<file path="src/acc_consts.svh">
// Operation
// [RL1] Three amplified channels, gains 5/10/20/40.
// [RL2] Sync to PWM event or ADC clock/8.
// [RL3] Start with sync low: 13 ADC cycles.
// [RL4] Start with sync high: 14 ADC cycles.
// [RL5] Pick sync source first; amplify each event.
// [RL6] Refuse other channel starts during amplified conversion.
// [RL7] Abort and restart when amplifier output changes.
// [RL8] PWM trigger rate below ADC clock/4.
// [RL9] Auto trigger starts at next amplifier event.
// [RL10] No free running with amplified auto trigger.
// [RL11] Decode reference select with pin bits.
// [RL12] Reference change deferred until conversion done.
// [RL13] Alignment bit re-views result immediately.
// [RL14] Decode five-bit channel select field.
// [RL15] Channel change deferred until conversion done.
// [RL16] Enable clear takes effect after conversion.
// [RL17] Start bit launches; hardware clears; zero ignored.
// [RL18] First conversion also initialises converter.
// [RL19] Auto trigger bit selects auto trigger mode.
// [RL20] Done flag set on completion, write-one clears.
// [RL21] Result split over high and low registers.
// [RL22] Low read locks results until high read.
// [RL23] Prescaler divides system clock 2 to 128.
// [RL24] Auto trigger on rising source flag edge.
// [RL25] Start bit stays set across abort restart.
`ifndef ACC_CONSTS_SVH
`define ACC_CONSTS_SVH
`define ACC_OFF_MUX      12'h000
`define ACC_OFF_CTLA     12'h004
`define ACC_OFF_CTLB     12'h008
`define ACC_OFF_RESL     12'h00C
`define ACC_OFF_RESH     12'h010
`define ACC_OFF_AMP0     12'h014
`define ACC_OFF_AMP1     12'h018
`define ACC_OFF_AMP2     12'h01C
`define ACC_RST_MUX      8'h00
`define ACC_RST_CTLA     8'h00
`define ACC_RST_CTLB     8'h00
`define ACC_RST_AMP      8'h00
`define ACC_BIT_EN       7
`define ACC_BIT_START    6
`define ACC_BIT_AUTO     5
`define ACC_BIT_DONE     4
`define ACC_BIT_ALIGN    5
`define ACC_BIT_AMPEN    7
`define ACC_CYC_NORMAL   5'h0D
`define ACC_CYC_SYNC     5'h0E
`define ACC_CYC_INIT     5'h19
`define ACC_SYNC_DIV     3'h7
`define ACC_CH_AMP0      5'h0E
`define ACC_CH_AMP2      5'h10
`define ACC_TS_FREE      4'h0
`endif

</file>
<file path="src/acc_pkg.sv">
package acc_pkg;
    typedef enum logic [2:0] {
        ACC_IDLE = 3'b001,
        ACC_WAIT = 3'b010,
        ACC_CONV = 3'b100
    } acc_state_t;
    typedef struct packed {
        logic [7:0] ref_pos;
        logic [7:0] ctla;
        logic [7:0] ctlb;
        logic [7:0] amp0;
        logic [7:0] amp1;
        logic [7:0] amp2;
    } acc_regs_t;
    typedef struct packed {
        acc_regs_t  r;
        logic [1:0] ref_act;
        logic [4:0] ch_act;
        acc_state_t st;
        logic [6:0] pre_cnt;
        logic       adc_tick;
        logic [2:0] div8;
        logic [4:0] cyc;
        logic       init_done;
        logic       armed;
        logic       trig_d;
        logic       free_pend;
        logic [9:0] result;
        logic       locked;
        logic       awv;
        logic       wv;
        logic [11:0] awaddr;
        logic [31:0] wdata;
        logic [3:0] wstrb;
        logic       bvalid;
        logic [1:0] bresp;
        logic       rvalid;
        logic [1:0] rresp;
        logic [31:0] rdata;
    } acc_state_s_t;
    typedef struct packed {
        logic [1:0] reference_select;
        logic       ref_pin_connect;
        logic       current_source_enable;
        logic [4:0] channel_select;
        logic [1:0] amp_gain;
        logic       sample;
        logic       converter_enable;
        logic       init_cycle;
    } acc_analog_t;
endpackage

</file>
<file path="src/acc_top.sv">
// Design decisions made here: register access over AXI4-Lite and the register addresses.
`timescale 1ns/1ps
`include "acc_consts.svh"
module acc_top (
    // Clock and reset.
    input  wire logic                 mclk_i,
    input  wire logic                 rstn_i,
    // AXI4-Lite slave.
    input  wire logic [11:0]          s_axi_awaddr,
    input  wire logic                 s_axi_awvalid,
    output logic                      s_axi_awready,
    input  wire logic [31:0]          s_axi_wdata,
    input  wire logic [3:0]           s_axi_wstrb,
    input  wire logic                 s_axi_wvalid,
    output logic                      s_axi_wready,
    output logic [1:0]                s_axi_bresp,
    output logic                      s_axi_bvalid,
    input  wire logic                 s_axi_bready,
    input  wire logic [11:0]          s_axi_araddr,
    input  wire logic                 s_axi_arvalid,
    output logic                      s_axi_arready,
    output logic [31:0]               s_axi_rdata,
    output logic [1:0]                s_axi_rresp,
    output logic                      s_axi_rvalid,
    input  wire logic                 s_axi_rready,
    // Triggers and converter.
    input  wire logic [13:0]          trig_flags_i,
    input  wire logic [2:0]           pwm_sync_i,
    input  wire logic                 amp_out_change_i,
    input  wire logic [9:0]           conv_data_i,
    output acc_pkg::acc_analog_t      analog_o,
    output logic                      conv_done_pulse_o
);
    acc_pkg::acc_state_s_t s_reg;
    acc_pkg::acc_state_s_t s_next;

    // Divide-by factor of the prescaler, minus one.
    function automatic logic [6:0] pre_limit(input logic [2:0] code);
        logic [7:0] d;
        d = (code == 3'h0) ? 8'h02 : (8'h01 << code);
        return 7'(d - 8'h01);
    endfunction

    // True when the channel is an amplified one.
    function automatic logic is_amp(input logic [4:0] ch);
        return (ch >= `ACC_CH_AMP0) && (ch <= `ACC_CH_AMP2); // RL14
    endfunction

    function automatic logic [7:0] amp_reg(input acc_pkg::acc_regs_t r, input logic [4:0] ch);
        logic [7:0] v;
        v = r.amp0;
        if (ch == 5'h0F) begin
            v = r.amp1;
        end else if (ch == `ACC_CH_AMP2) begin
            v = r.amp2;
        end
        return v;
    endfunction

    logic [7:0] res_hi;
    logic [7:0] res_lo;
    logic [7:0] ampr;
    logic       amp_evt;
    logic       trig_now;
    logic       wr_go;
    logic       rd_go;

    always_comb begin
        // RL13: alignment is a read-time view, so it changes at once.
        if (s_reg.r.ref_pos[`ACC_BIT_ALIGN]) begin
            res_hi = s_reg.result[9:2]; // RL13 RL21
            res_lo = {s_reg.result[1:0], 6'h00};
        end else begin
            res_hi = {6'h00, s_reg.result[9:8]}; // RL21
            res_lo = s_reg.result[7:0];
        end
        ampr = amp_reg(s_reg.r, s_reg.ch_act);
        // RL2 RL5: amplifier event is the PWM sync or the ADC clock divided by eight.
        if (ampr[1:0] == 2'h0) begin
            amp_evt = s_reg.adc_tick && (s_reg.div8 == `ACC_SYNC_DIV); // RL2
        end else begin
            amp_evt = pwm_sync_i[ampr[1:0] - 2'h1]; // RL2 RL8
        end
        amp_evt = amp_evt && ampr[`ACC_BIT_AMPEN]; // RL5
        trig_now = 1'b0;
        if (s_reg.r.ctlb[3:0] != `ACC_TS_FREE && s_reg.r.ctlb[3:0] <= 4'hD) begin
            trig_now = trig_flags_i[s_reg.r.ctlb[3:0] - 4'h1];
        end
    end

    assign wr_go = s_reg.awv && s_reg.wv && !s_reg.bvalid;
    assign rd_go = s_axi_arvalid && !s_reg.rvalid;
    assign s_axi_awready = !s_reg.awv && !s_reg.bvalid;
    assign s_axi_wready = !s_reg.wv && !s_reg.bvalid;
    assign s_axi_arready = !s_reg.rvalid;
    assign s_axi_bvalid = s_reg.bvalid;
    assign s_axi_bresp = s_reg.bresp;
    assign s_axi_rvalid = s_reg.rvalid;
    assign s_axi_rdata = s_reg.rdata;
    assign s_axi_rresp = s_reg.rresp;

    always_comb begin
        logic       done;
        logic       start_req;
        logic       amp_ch;
        logic [7:0] wb;
        logic [7:0] rb;
        logic       hit;
        done = 1'b0;
        start_req = 1'b0;
        amp_ch = is_amp(s_reg.ch_act);
        wb = s_reg.wdata[7:0];
        rb = 8'h00;
        hit = 1'b1;
        s_next = s_reg;

        // ---------------------------------------------------------------
        // Clock generation
        // ---------------------------------------------------------------
        s_next.adc_tick = 1'b0;
        if (s_reg.pre_cnt >= pre_limit(s_reg.r.ctla[2:0])) begin
            s_next.pre_cnt = 7'h00; // RL23
            s_next.adc_tick = 1'b1;
            s_next.div8 = 3'(s_reg.div8 + 3'h1);
        end else begin
            s_next.pre_cnt = 7'(s_reg.pre_cnt + 7'h01);
        end

        // ---------------------------------------------------------------
        // Triggering
        // ---------------------------------------------------------------
        s_next.trig_d = trig_now;
        if (trig_now && !s_reg.trig_d) begin
            s_next.armed = 1'b1; // RL24
        end

        // ---------------------------------------------------------------
        // Conversion sequencer
        // ---------------------------------------------------------------
        unique case (s_reg.st)
            acc_pkg::ACC_IDLE: begin
                s_next.ref_act = s_reg.r.ref_pos[7:6];
                s_next.ch_act = s_reg.r.ref_pos[4:0];
                if (!s_reg.r.ctla[`ACC_BIT_EN]) begin
                    s_next.init_done = 1'b0;
                    s_next.r.ctla[`ACC_BIT_START] = 1'b0;
                end else if (s_reg.r.ctla[`ACC_BIT_START] && s_reg.adc_tick) begin
                    start_req = 1'b1; // RL17
                end else if (s_reg.r.ctla[`ACC_BIT_AUTO] && s_reg.armed && s_reg.adc_tick) begin
                    start_req = 1'b1; // RL19 RL24
                    s_next.armed = 1'b0;
                end else if (s_reg.r.ctla[`ACC_BIT_AUTO] && s_reg.free_pend && s_reg.adc_tick
                             && !is_amp(s_reg.r.ref_pos[4:0])) begin
                    start_req = 1'b1; // RL10
                end
                if (start_req) begin
                    s_next.cyc = s_reg.init_done ? `ACC_CYC_NORMAL : `ACC_CYC_INIT; // RL18
                    s_next.free_pend = 1'b0;
                    if (is_amp(s_reg.r.ref_pos[4:0])) begin
                        s_next.st = acc_pkg::ACC_WAIT; // RL9
                        // RL3 RL4: sync high costs one extra ADC cycle.
                        if (s_reg.div8[2] && s_reg.init_done) begin
                            s_next.cyc = `ACC_CYC_SYNC; // RL4
                        end else if (s_reg.init_done) begin
                            s_next.cyc = `ACC_CYC_NORMAL; // RL3
                        end
                        // Only a trigger-started amplified conversion waits for the amplifier event.
                        if (s_reg.r.ctla[`ACC_BIT_START]) begin
                            s_next.st = acc_pkg::ACC_CONV;
                        end
                    end else begin
                        s_next.st = acc_pkg::ACC_CONV;
                    end
                end
            end
            acc_pkg::ACC_WAIT: begin
                if (amp_evt) begin
                    s_next.st = acc_pkg::ACC_CONV; // RL9
                end
            end
            acc_pkg::ACC_CONV: begin
                if (amp_ch && amp_out_change_i && s_reg.cyc >= 5'h0B) begin
                    s_next.cyc = `ACC_CYC_NORMAL; // RL7 RL25
                end else if (s_reg.adc_tick) begin
                    if (s_reg.cyc == 5'h01) begin
                        done = 1'b1;
                    end
                    s_next.cyc = 5'(s_reg.cyc - 5'h01);
                end
            end
            default: begin
                s_next.st = acc_pkg::ACC_IDLE;
            end
        endcase
        if (done) begin
            s_next.st = acc_pkg::ACC_IDLE; // RL6
            s_next.init_done = 1'b1;
            s_next.r.ctla[`ACC_BIT_START] = 1'b0; // RL17 RL25
            s_next.free_pend = s_reg.r.ctla[`ACC_BIT_AUTO] && s_reg.r.ctlb[3:0] == `ACC_TS_FREE; // RL24
            if (!s_reg.locked) begin
                s_next.result = conv_data_i;
            end
        end

        // ---------------------------------------------------------------
        // Register writes
        // ---------------------------------------------------------------
        if (s_axi_awready && s_axi_awvalid) begin
            s_next.awv = 1'b1;
            s_next.awaddr = s_axi_awaddr;
        end
        if (s_axi_wready && s_axi_wvalid) begin
            s_next.wv = 1'b1;
            s_next.wdata = s_axi_wdata;
            s_next.wstrb = s_axi_wstrb;
        end
        if (s_reg.bvalid && s_axi_bready) begin
            s_next.bvalid = 1'b0;
        end
        if (wr_go) begin
            s_next.awv = 1'b0;
            s_next.wv = 1'b0;
            s_next.bvalid = 1'b1;
            s_next.bresp = 2'h0;
            if (s_reg.wstrb[0]) begin
                unique case (s_reg.awaddr)
                    `ACC_OFF_MUX: s_next.r.ref_pos = wb; // RL12 RL15
                    `ACC_OFF_CTLA: begin
                        s_next.r.ctla[7] = wb[7]; // RL16
                        s_next.r.ctla[5] = wb[5]; // RL19
                        s_next.r.ctla[3:0] = wb[3:0];
                        if (wb[`ACC_BIT_START]) begin
                            s_next.r.ctla[`ACC_BIT_START] = 1'b1; // RL17
                        end
                        if (wb[`ACC_BIT_DONE] && !done) begin
                            s_next.r.ctla[`ACC_BIT_DONE] = 1'b0; // RL20
                        end
                    end
                    `ACC_OFF_CTLB: s_next.r.ctlb = {wb[7:5], 1'b0, wb[3:0]};
                    `ACC_OFF_AMP0: s_next.r.amp0 = wb; // RL1 RL5
                    `ACC_OFF_AMP1: s_next.r.amp1 = wb;
                    `ACC_OFF_AMP2: s_next.r.amp2 = wb;
                    `ACC_OFF_RESL, `ACC_OFF_RESH: begin
                    end
                    default: s_next.bresp = 2'h2;
                endcase
            end
        end
        if (done) begin
            s_next.r.ctla[`ACC_BIT_DONE] = 1'b1; // RL20
        end

        // ---------------------------------------------------------------
        // Register reads
        // ---------------------------------------------------------------
        if (s_reg.rvalid && s_axi_rready) begin
            s_next.rvalid = 1'b0;
        end
        if (rd_go) begin
            unique case (s_axi_araddr)
                `ACC_OFF_MUX: rb = s_reg.r.ref_pos;
                `ACC_OFF_CTLA: rb = s_reg.r.ctla;
                `ACC_OFF_CTLB: rb = s_reg.r.ctlb;
                `ACC_OFF_RESL: begin
                    rb = res_lo;
                    s_next.locked = 1'b1; // RL22
                end
                `ACC_OFF_RESH: begin
                    rb = res_hi;
                    s_next.locked = 1'b0; // RL22
                end
                `ACC_OFF_AMP0: rb = s_reg.r.amp0;
                `ACC_OFF_AMP1: rb = s_reg.r.amp1;
                `ACC_OFF_AMP2: rb = s_reg.r.amp2;
                default: hit = 1'b0;
            endcase
            s_next.rvalid = 1'b1;
            s_next.rdata = {24'h000000, rb};
            s_next.rresp = hit ? 2'h0 : 2'h2;
        end
    end

    always_ff @(posedge mclk_i or negedge rstn_i) begin
        if (!rstn_i) begin
            s_reg <= '0;
            s_reg.st <= acc_pkg::ACC_IDLE;
        end else begin
            s_reg <= s_next;
        end
    end

    // RL11: pin bits come from control B, codes pass to the analog side.
    always_comb begin
        analog_o.reference_select = s_reg.ref_act; // RL11 RL12
        analog_o.ref_pin_connect = s_reg.r.ctlb[5];
        analog_o.current_source_enable = s_reg.r.ctlb[6];
        analog_o.channel_select = s_reg.ch_act; // RL14 RL15
        analog_o.amp_gain = ampr[5:4]; // RL1
        analog_o.sample = s_reg.st == acc_pkg::ACC_CONV && s_reg.cyc >= 5'h0B;
        analog_o.converter_enable = s_reg.r.ctla[`ACC_BIT_EN] || s_reg.st != acc_pkg::ACC_IDLE; // RL16
        analog_o.init_cycle = !s_reg.init_done && s_reg.st != acc_pkg::ACC_IDLE; // RL18
    end
    assign conv_done_pulse_o = s_reg.r.ctla[`ACC_BIT_DONE];
endmodule

</file>
<file path="config.mk">
export PLATFORM = sky130hd
export DESIGN_NAME = acc_top
export DESIGN_NICKNAME = d
export VERILOG_FILES = /design/src/acc_pkg.sv /design/src/acc_top.sv
export VERILOG_INCLUDE_DIRS = /design/src
export SDC_FILE = /design/constraint.sdc
export NUM_CORES = 1
export LEC_CHECK = 0
export ABC_AREA = 1
export BUFFER_PORTS_ARGS = -buffer_cell sky130_fd_sc_hd__buf_2
export CAP_MARGIN = 10
export CORE_MARGIN = 1.5
export CORE_UTILIZATION = 59
export DETAILED_ROUTE_END_ITERATION = 8
export PLACE_DENSITY = 0.86
export REMOVE_ABC_BUFFERS = 1
export SLEW_MARGIN = 20
export SYNTH_ARGS = -nofsm -noshare
export SYNTH_HDL_FRONTEND = slang
export SYNTH_SLANG_ARGS = --single-unit
</file>
<file path="constraint.sdc">
create_clock -name mclk_i -period 5.66 [get_ports mclk_i]
set_clock_uncertainty 0.2 [all_clocks]
set_input_delay 0.849 -clock mclk_i [delete_from_list [all_inputs] [get_ports mclk_i]]
set_output_delay 0.849 -clock mclk_i [all_outputs]
set_load 0.03 [all_outputs]
</file>
# After elaboration in Yosys (flattened, before gate mapping)
# Cells that the tools add are included.
dict set report word_totals {
  output_inout_bits 56
  reg_bits 125
  elab_cells 220
  in_bits 95
}
dict set report op_classes {
  n_eq_ne 28
  magnitude_cmp 9
  addsub 6
  n_mux 74
  n_reduce_logical 70
  n_bitwise 1
  n_shift 1
}
# cell count
set op_table {}
lappend op_table {{12-bit by 5-bit equality test with 1-bit output (second input constant)} 8}
lappend op_table {{39-bit 2-to-1 mux} 2}
lappend op_table {{8-bit 2-to-1 mux} 8}
lappend op_table {{8-bit one-hot mux with 8 select lines} 1}
lappend op_table {{12-bit by 4-bit equality test with 1-bit output (second input constant)} 4}
lappend op_table {{35-bit 2-to-1 mux} 1}
lappend op_table {{5-bit 2-to-1 mux} 7}
lappend op_table {{1-bit 2-to-1 mux} 33}
lappend op_table {{1-bit logical AND} 28}
lappend op_table {{12-bit by 3-bit equality test with 1-bit output (second input constant)} 2}
lappend op_table {{12-bit logical NOT} 2}
lappend op_table {{3-bit AND reduction} 8}
lappend op_table {{2-bit nonzero test} 12}
lappend op_table {{7-bit 2-to-1 mux} 3}
lappend op_table {{3-bit 2-to-1 mux} 6}
lappend op_table {{8-bit OR reduction} 2}
lappend op_table {{5-bit by 4-bit >= comparator with 1-bit output (second input constant)} 3}
lappend op_table {{11-bit 2-to-1 mux} 1}
lappend op_table {{5-bit less-or-equal comparator (second input constant)} 2}
lappend op_table {{10-bit 2-to-1 mux} 1}
lappend op_table {{2-bit 2-to-1 mux} 5}
lappend op_table {{5-bit one-hot mux with 2 select lines} 1}
lappend op_table {{3-bit inequality test (second input constant)} 3}
lappend op_table {{3-bit one-hot mux with 3 select lines} 1}
lappend op_table {{other kinds (33)} 45}

# Depth between registers and ports, before layout
# Gate-level depths: netlist (run 1).
dict set report logic_depth {
  depth_word 13
  mapped_depth 17
  ltp_nobuf 16
}

# Worst setup path after synthesis (run 1)
# No wires, ideal clock.
dict set report synth_timing {
  path_type {reg-to-output}
  from {reg s_reg, in the netlist analog_o[8]}
  to {out analog_o[3] (netlist name)}
  n_path_buf 0
  arrival_time_ns 1.532
  path_stages_with_launch 5
  setup_slack_ns 3.079
  required_time_ns 4.611
  cell_sequence {dfrtp_1 nand2_1 nor2_2 nand3_2 o21ai_0}
}
# item line_no
set synth_rtl {}
lappend synth_rtl {{start: declaration} acc_top.sv:34} ;# acc_pkg::acc_state_s_t s_reg;
lappend synth_rtl {{start signal: assignment} acc_top.sv:288} ;# s_reg <= s_next;
lappend synth_rtl {{end: declaration} acc_top.sv:31} ;# output acc_pkg::acc_analog_t analog_o,

==> results, run 1 <==
- The via count of the first global-routing pass is approximately 5300.
- The origin of the critical flop-to-flop path is analog_o[5].
- Timing analysis after detailed placement gives a worst setup slack of about 2700 ps.
- The count of fill cells added during filler insertion is between 800 and 900.
- The first detailed-routing pass ran for 5 iterations.
- The most common cell in the synthesized netlist is nand2_1.
- In the final routed layout, each cell accounts on average for roughly 15 um.
- The register with the most flip-flops in the layout has approximately 100 of them.
- Buffers added to address setup during post-CTS repair amount to 0.
- Counting flops with an async set or reset pin after synthesis yields a share of 100%.
- After detailed routing, the number of remaining DRC violations is 0.
- The number of antenna diodes in the final layout is 0.
- The maximum number of pins on one net before global-route repair is 87.
- After the first detailed-routing iteration, the DRC count stood at 551.
- The clock transition at the registers of the reported paths is ~60 ps.
- Port buffering added slightly below 100 buffers.
- The CTS buffer count is 17.
- Total power for the finished layout comes to ~2.9 mW.
- Summing all flip-flop and latch instances after layout gives 3080 um2.
- STA classifies the critical path endpoint as an output pin.
- The final worst setup slack is approximately 2300 ps.
- For the pin with the worst max-slew slack, the measured transition is 880 ps.
- Once detail routing completed, the nets flagged for antenna violations numbered 0.
- For this run, the post-layout net count is ~1000.
- Across the run, the number of max-cap violations was 0.
- The via-per-instance ratio is ~5.5.
- The floorplan die area is ~12000 um2.
- The flip-flop and latch count after synthesis is roughly 120.
- The run finished with clean final reports.
- The TritonCTS clock tree is done.
- The first global-routing pass estimated approximately 25 mm of wire.
- The mean post-synth cell area is 8.24 um2.
- Tracing the worst setup path back leads to its startpoint at s_reg[119].
- Yosys printed 0 warnings.
- The remaining global-route overflow is 0.
- The maximum net fanout on the critical path is 16.
- Summed over its instances, the top area cell type makes up roughly 45% of the synthesized netlist area.
- Dividing total power by cell area gives a power density of 378 nW/um2.
- The starting density of the core is between 60 and 70%.
- The number of different library cells used by synthesis comes to 47.
- Data arrives at the worst endpoint at about 2300 ps.
- Hold timing on the final database bottoms out at a slack of ~270 ps.
- By area the synthesized netlist is led by dfrtp_1, nand2_1, o21ai_0.
- The area of the multi-input gates is approximately 3000 um2.
- The time the final worst path needs with I/O delays and setup is between 3000 and 4000 ps.
- Summing all placed instances gives a cell area of 7050 um2.
- The endpoint required time on the critical path is 4610 ps.
- The critical path startpoint category is a flop.
- The top flip-flop cell by instance count after synthesis is dfrtp_1.
- For this design, the CTS-stage hold fixing added 0 buffers.
- After detailed routing, the total wire length is between 15 and 20 mm.
- After synthesis, the most frequently instantiated cells are nand2_1, dfrtp_1, o21ai_0.
- The cell area after layout is around 7600 um2.
- Summed over all failing endpoints, the final setup total negative slack is 0 ps.
- In this run the register-to-register setup slack is ~3000 ps.
- The floorplan step set the die width to roughly 110 um.
- Summing every instance area after synthesis gives slightly below 7000 um2.
- Setup repair after global routing left no endpoint under its margin.
- The max-slew violation count was 0.
- The estimated wirelength of the detail-placed design is about 11 mm.
- Gates resized during post-CTS repair numbered 0.
- Setup violations remaining at the end of the flow were counted as 0.
- The post-route netlist has 19.3% of its cells at a drive strength greater than 1.
- Counting every instance in the synthesized netlist gives between 800 and 900.
- The worst setup path endpoint is analog_o[1].
- The number of cell rows is 38.
- Counting flops with a built-in enable in the synthesized netlist gives 0.
- The start-to-end type of the worst setup path is reg2out.
- IR analysis of the VDD net gives a maximum drop of 0.000312 V.
- The maximum root-to-sink buffer count is 2.
- Clock tree synthesis selected as its root buffer the cell clkbuf_16.
- The number of antenna violations at the first check in global routing is 0.
- The sequential share of the synthesized area is between 40% and 50%.
- The worst register-to-register path ends at s_reg[121].
- The worst pin sits at a relative slew slack of between 40% and 50%.
- The area growth from synthesis to layout is 13.3%.
- The total I/O pin count is approximately 150.
- The synthesized design spends more area on one cell type than any other, namely dfrtp_1.
- For the worst flop-to-flop path, the logic depth is 14.
- Of the available clock period, the critical path in the final layout requires about three fifths.
- The clock latency on the worst-skew pair is 420 ps.
- The number of failing hold endpoints at the final stage was 0.
- The placeable core area is approximately 11000 um2.
- The TritonCTS sink count is 123.
- The peak clock frequency supported by timing is about 0.30 GHz.
- The count of vias placed by the detailed router is approximately 5800.
- The final weighted congestion of routability-driven global placement is approximately 0.94.
- Global routing used a little over a quarter of the available tracks across all layers.
- The H-tree was split into 4 levels.
- The die span in y is around 110 um.
- The min-delay analysis places its worst path in the category reg2reg.
- Summed over all cells, the static leakage comes to around 3.8 nW.
[how the worst min path moves through the flow]
| stage | end | startpoint | depth (start not counted) |
|---|---|---|---|
| 4_1_cts | s_axi_rdata[2] | s_axi_rdata[2] | 2 |
| 3_5_place_dp | s_axi_rdata[2] | s_axi_rdata[2] | 2 |
| 3_3_place_gp | s_reg[107] | s_reg[107] | 2 |
| 5_1_grt | s_axi_rdata[3] | s_axi_rdata[3] | 2 |
| 6_report | s_axi_rdata[1] | s_axi_rdata[1] | 2 |
| 2_1_floorplan | s_reg[107] | s_reg[107] | 2 |
[critical path: stages (launching register included)]
cell and delay (ps):
dfstp_2 540, inv_1 60, nor3_2 360, inv_1 340
nor2_1 310, inv_1 60, buf_2 180
[kinds of logic after synthesis]
logic type | after synthesis | share of synthesized area (%)
buf+inv | 148 | 11.3
compound gates | 143 | 11.8
flops | 123 | 45.8
fa+ha+maj | 16 | 2.98
simple gates | 355 | 23.4
mux | 23 | 3.78
other cells | 1 | 0.0558
xor+xnor | 7 | 0.911
[metal layers]
metal / part of all wire, % / global-route usage (%) / vias to the layer above
met1: 43 / 36.6 / 2685
met4: 2.1 / 9.83 / 0
met5: 0 / 0 / -
met2: 47 / 43.4 / 245
li1: - / - / 2789
met3: 8.3 / 7.17 / 42
[area by class of cell]
type	count	share of cell area, %
sequential	123	40.4
tap	140	2.30
clock inverter	13	1.54
multi-input combinational	570	39.2
timing repair buffer	98	6.55
inverter	83	4.10
clock buffer	19	5.94
[layout by cell type, fill, tap and decap left out, types with 3 or more instances in the layout]
cell type,n
nand3_2,4
nor4_1,4
conb_1,26
nand2_1,184
clkinv_4,3
clkinv_2,5
o21ai_1,9
a21oi_1,26
inv_6,3
inv_2,3
o22ai_1,12
o21ai_0,79
xor2_1,5
nor2_1,65
mux2i_1,4
nor3_1,5
mux2_1,4
clkbuf_16,17
mux2_2,15
nor2_2,6
dfrtp_1,122
ha_1,16
inv_1,78
nor3_2,3
nand4_1,12
o211ai_1,6
buf_2,96
nand3_1,58
nand2_2,5
[report_power, final]
part	switching [mW]	internal, mW	leakage (nW)	total [mW]
Sequential	0.112	1.03	1.59	1.14
Clock	0.413	0.628	0.280	1.04
Combinational	0.467	0.233	1.88	0.701
[per-stage QoR]
step / utilization (%) / std cells
floorplan: - / 776
global placement: 64.2 / 1014
detailed placement: 64.2 / 1014
CTS: 69.4 / 1046
global route: 69.4 / 1046
finish: 69.4 / 1046
Note: power is estimated with default switching activity, not from simulation.
==> inputs of run 2 (changes only) <==
- CORE_UTILIZATION: 59 -> 49
- PLACE_DENSITY: 0.86 -> 0.76
- clock period: 5.66 -> 2.7 ns (I/O delays scaled with it)
==> results, run 2 (synthesis gave the netlist of run 1 again) <==
- The post-placement setup slack is 248 ps (was 2660 ps).
- The floorplan die area is 14400 um2 (was 12100 um2).
- Result of the run: complete, no violations (unchanged).
- The total detailed-routing wirelength is 16.1 mm (was 15.6 mm).
- The slack of the worst reg-to-reg path is 240 ps (was 2980 ps).
- The maximum root-to-sink buffer count is 2 (unchanged).
- Leading cell types in the layout, fill and taps excluded: nand2_1, dfrtp_1, buf_2 (unchanged).
- The critical path startpoint category is a flop (unchanged).
- The TritonCTS clock tree was done (unchanged).
- The start point of the critical path was analog_o[5] (was s_reg[119]).
- The endpoint required time on the critical path is 2100 ps (was 4610 ps).
- The estimated wirelength of the detail-placed design is 11.6 mm (was 11.1 mm).
- The origin of the critical flop-to-flop path was analog_o[5] (unchanged).
- The via-per-instance ratio is 5.28 (was 5.51).
- The worst setup path endpoint is analog_o[4] (was analog_o[1]).
- The category of the worst setup path capture point was an output pin (unchanged).
- The number of antenna violations at the first check in global routing is 0 (unchanged).
- The layout overhead on the synthesized area is 16.3% (was 13.3%).
- The number of cell rows is 42 (was 38).
- The depth of the most critical reg-to-reg path was 14 (unchanged).
- The worst vdd rail ir drop is 0.000893 V (was 0.000312 V).
- The maximum cell stage delay along the critical path came to 410 ps (was 540 ps).
- The final-report setup violation count is 0 (unchanged).
- The total DRC errors in the routed layout is 0 (unchanged).
- The via count of the first global-routing pass is 5663 (was 5320).
- The first-pass GRT wire length came to 27.0 mm (was 25.1 mm).
- The remaining global-route overflow was 0 (unchanged).
- The placeable core area is 13300 um2 (was 11000 um2).
- The number of flip-flops under the largest register name came to 101 (unchanged).
- The area of the multi-input gates was 2980 um2 (unchanged).
- The number of max-capacitance violations reported came to 0 (unchanged).
- The max-slew violation count was 0 (unchanged).
- The register cell area after layout is 3080 um2 (unchanged).
- The die span in y is 120 um (was 110 um).
- The number of buffers inserted by port buffering came to 97 (unchanged).
- The maximum number of pins on one net before global-route repair is 55 (was 87).
- The relative slew slack is 40.0% (was 41.3%).
- The CTS buffer count is 17 (unchanged).
- The maximum net fanout on the critical path was 11 (was 16).
- The number of non-filler instances in the completed layout is 1096 (was 1046).
- The number of violations reported at the end of detailed-routing iteration 0 came to 518 (was 551).
- The remaining antenna violation count after routing was 0 (unchanged).
- The power per cell area is 789 nW/um2 (was 378 nW/um2).
- The die boundary width was 120 um (was 110 um).
- The TritonCTS sink count is 123 (unchanged).
- The slowest cell on the critical path is dfrtp_1 (was dfstp_2).
- The number of failing hold endpoints at the final stage is 0 (unchanged).
- The arrival time of data at the critical path endpoint is 2050 ps (was 2280 ps).
- The terminus of the critical flop-to-flop path is s_reg[121] (unchanged).
- The class of the tightest hold or removal check is in2reg (was reg2reg).
- The clock transition at the registers of the reported paths is 60 ps (about the same).
- The count of fill cells added during filler insertion was 1218 (was 883).
- The clock latency on the worst-skew pair is 430 ps (was 420 ps).
- The total I/O pin count was 151 (unchanged).
- Of the available clock period, the critical path in the final layout requires 98.2%.
- The buffer type at the clock tree root is clkbuf_16 (unchanged).
- The final worst setup slack is 47.5 ps (was 2330 ps).
- The routed length per placed instance is 14.7 um (was 14.9 um).
- The number of levels in the clock H-tree came to 4 (unchanged).
- The setup TNS was 0 ps (unchanged).
- The count of vias placed by the detailed router came to 5783 (was 5761).
- The most frequent standard cell in the layout excluding fill and tap cells is nand2_1 (unchanged).
- The number of placed cells counting well taps is 1059 (was 1014).
- The leakage power was 3.82 nW (was 3.75 nW).
- The transition time of the tightest slew-check pin came to 897 ps (was 880 ps).
- The final weighted congestion of routability-driven global placement is 0.944 (was 0.935).
- The antenna diode count is 0 (unchanged).
- Unrepaired setup endpoints after global routing: false (unchanged).
- The starting density of the core is 50.6% (was 61.2%).
- The share of layout cells above drive strength 1 is 19.9% (was 19.3%).
- The final net count is 1018 (was 1004).
- The start-to-end type of the worst setup path is reg2out (unchanged).
- The clock period could shrink to roughly 2700 ps.
- The peak clock frequency supported by timing is 0.377 GHz.
- The total routing usage reported by global routing is 24.0% (was 27.5%).
- The number of detailed-route iterations in the first pass is 6 (was 5).
- Critical-path cell list: nor2_1 -> nand3_2 -> o211ai_1 -> o21ai_0 -> buf_2 (was inv_1 -> nor3_2 -> inv_1 -> nor2_1 -> inv_1 -> buf_2).
-- run 2: how the worst min path moves through the flow --
stage               cells past startpoint            start             end
detailed placement                      2   s_axi_rdata[2]  s_axi_rdata[2]
finish                                  2  s_axi_awaddr[6]       s_reg[80]
global placement                        2       s_reg[107]      s_reg[107]
CTS                                     2  s_axi_awaddr[9]       s_reg[83]
global route                            2  s_axi_awaddr[1]       s_reg[75]
floorplan                               0           rstn_i    analog_o[10]
-- run 2: area by class of cell --
cell class / count / area share (%)
clock inverters: 14 / 2.06
clock buffers: 18 / 5.48
multi-input cells: 570 / 38.1
well taps: 176 / 2.81
inverters: 83 / 4.00
flip-flops and latches: 123 / 39.4
repair buffers: 112 / 8.15
-- run 2: layer usage --
layer / GRT usage, % / vias up / part of all wire [%]
li1: - / 2809 / -
met1: 31.2 / 2737 / 44
met2: 38.4 / 209 / 47
met3: 7.37 / 28 / 7.2
met4: 7.96 / 0 / 2.2
met5: 0 / - / 0
-- run 2: where the power goes --
part | switching, mW | internal [mW]
Clock | 0.904 | 1.38
Combinational | 0.989 | 0.522
Sequential | 0.231 | 2.15
-- run 2: what timing repair did --
action / 4_1_cts / 5_1_grt
buffers inserted: 0 / 0
endpoints found under the hold margin: 54 / 0
hold buffers: 5 / 0
resized for setup: 0 / 0
-- run 2: worst max-delay path, delay by kind of cell, from the launching register on --
family,cells,cell delay [ps]
DFF,1,410
AOI/OAI and AO/OA,2,470
and+or+nand+nor,2,520
buffers and inverters,1,220
-- run 2: through the flow --
stage	hold WS, ps	area [um2]	utilization (%)	power (mW)
2_1_floorplan	-90.6	6380	-	3.42
3_3_place_gp	257	7180	54.0	3.86
3_5_place_dp	260	7180	54.0	3.91
4_1_cts	0.828	7830	58.9	6.21
5_1_grt	2.08	7830	58.9	6.54
6_report	2.47	7830	58.9	6.18
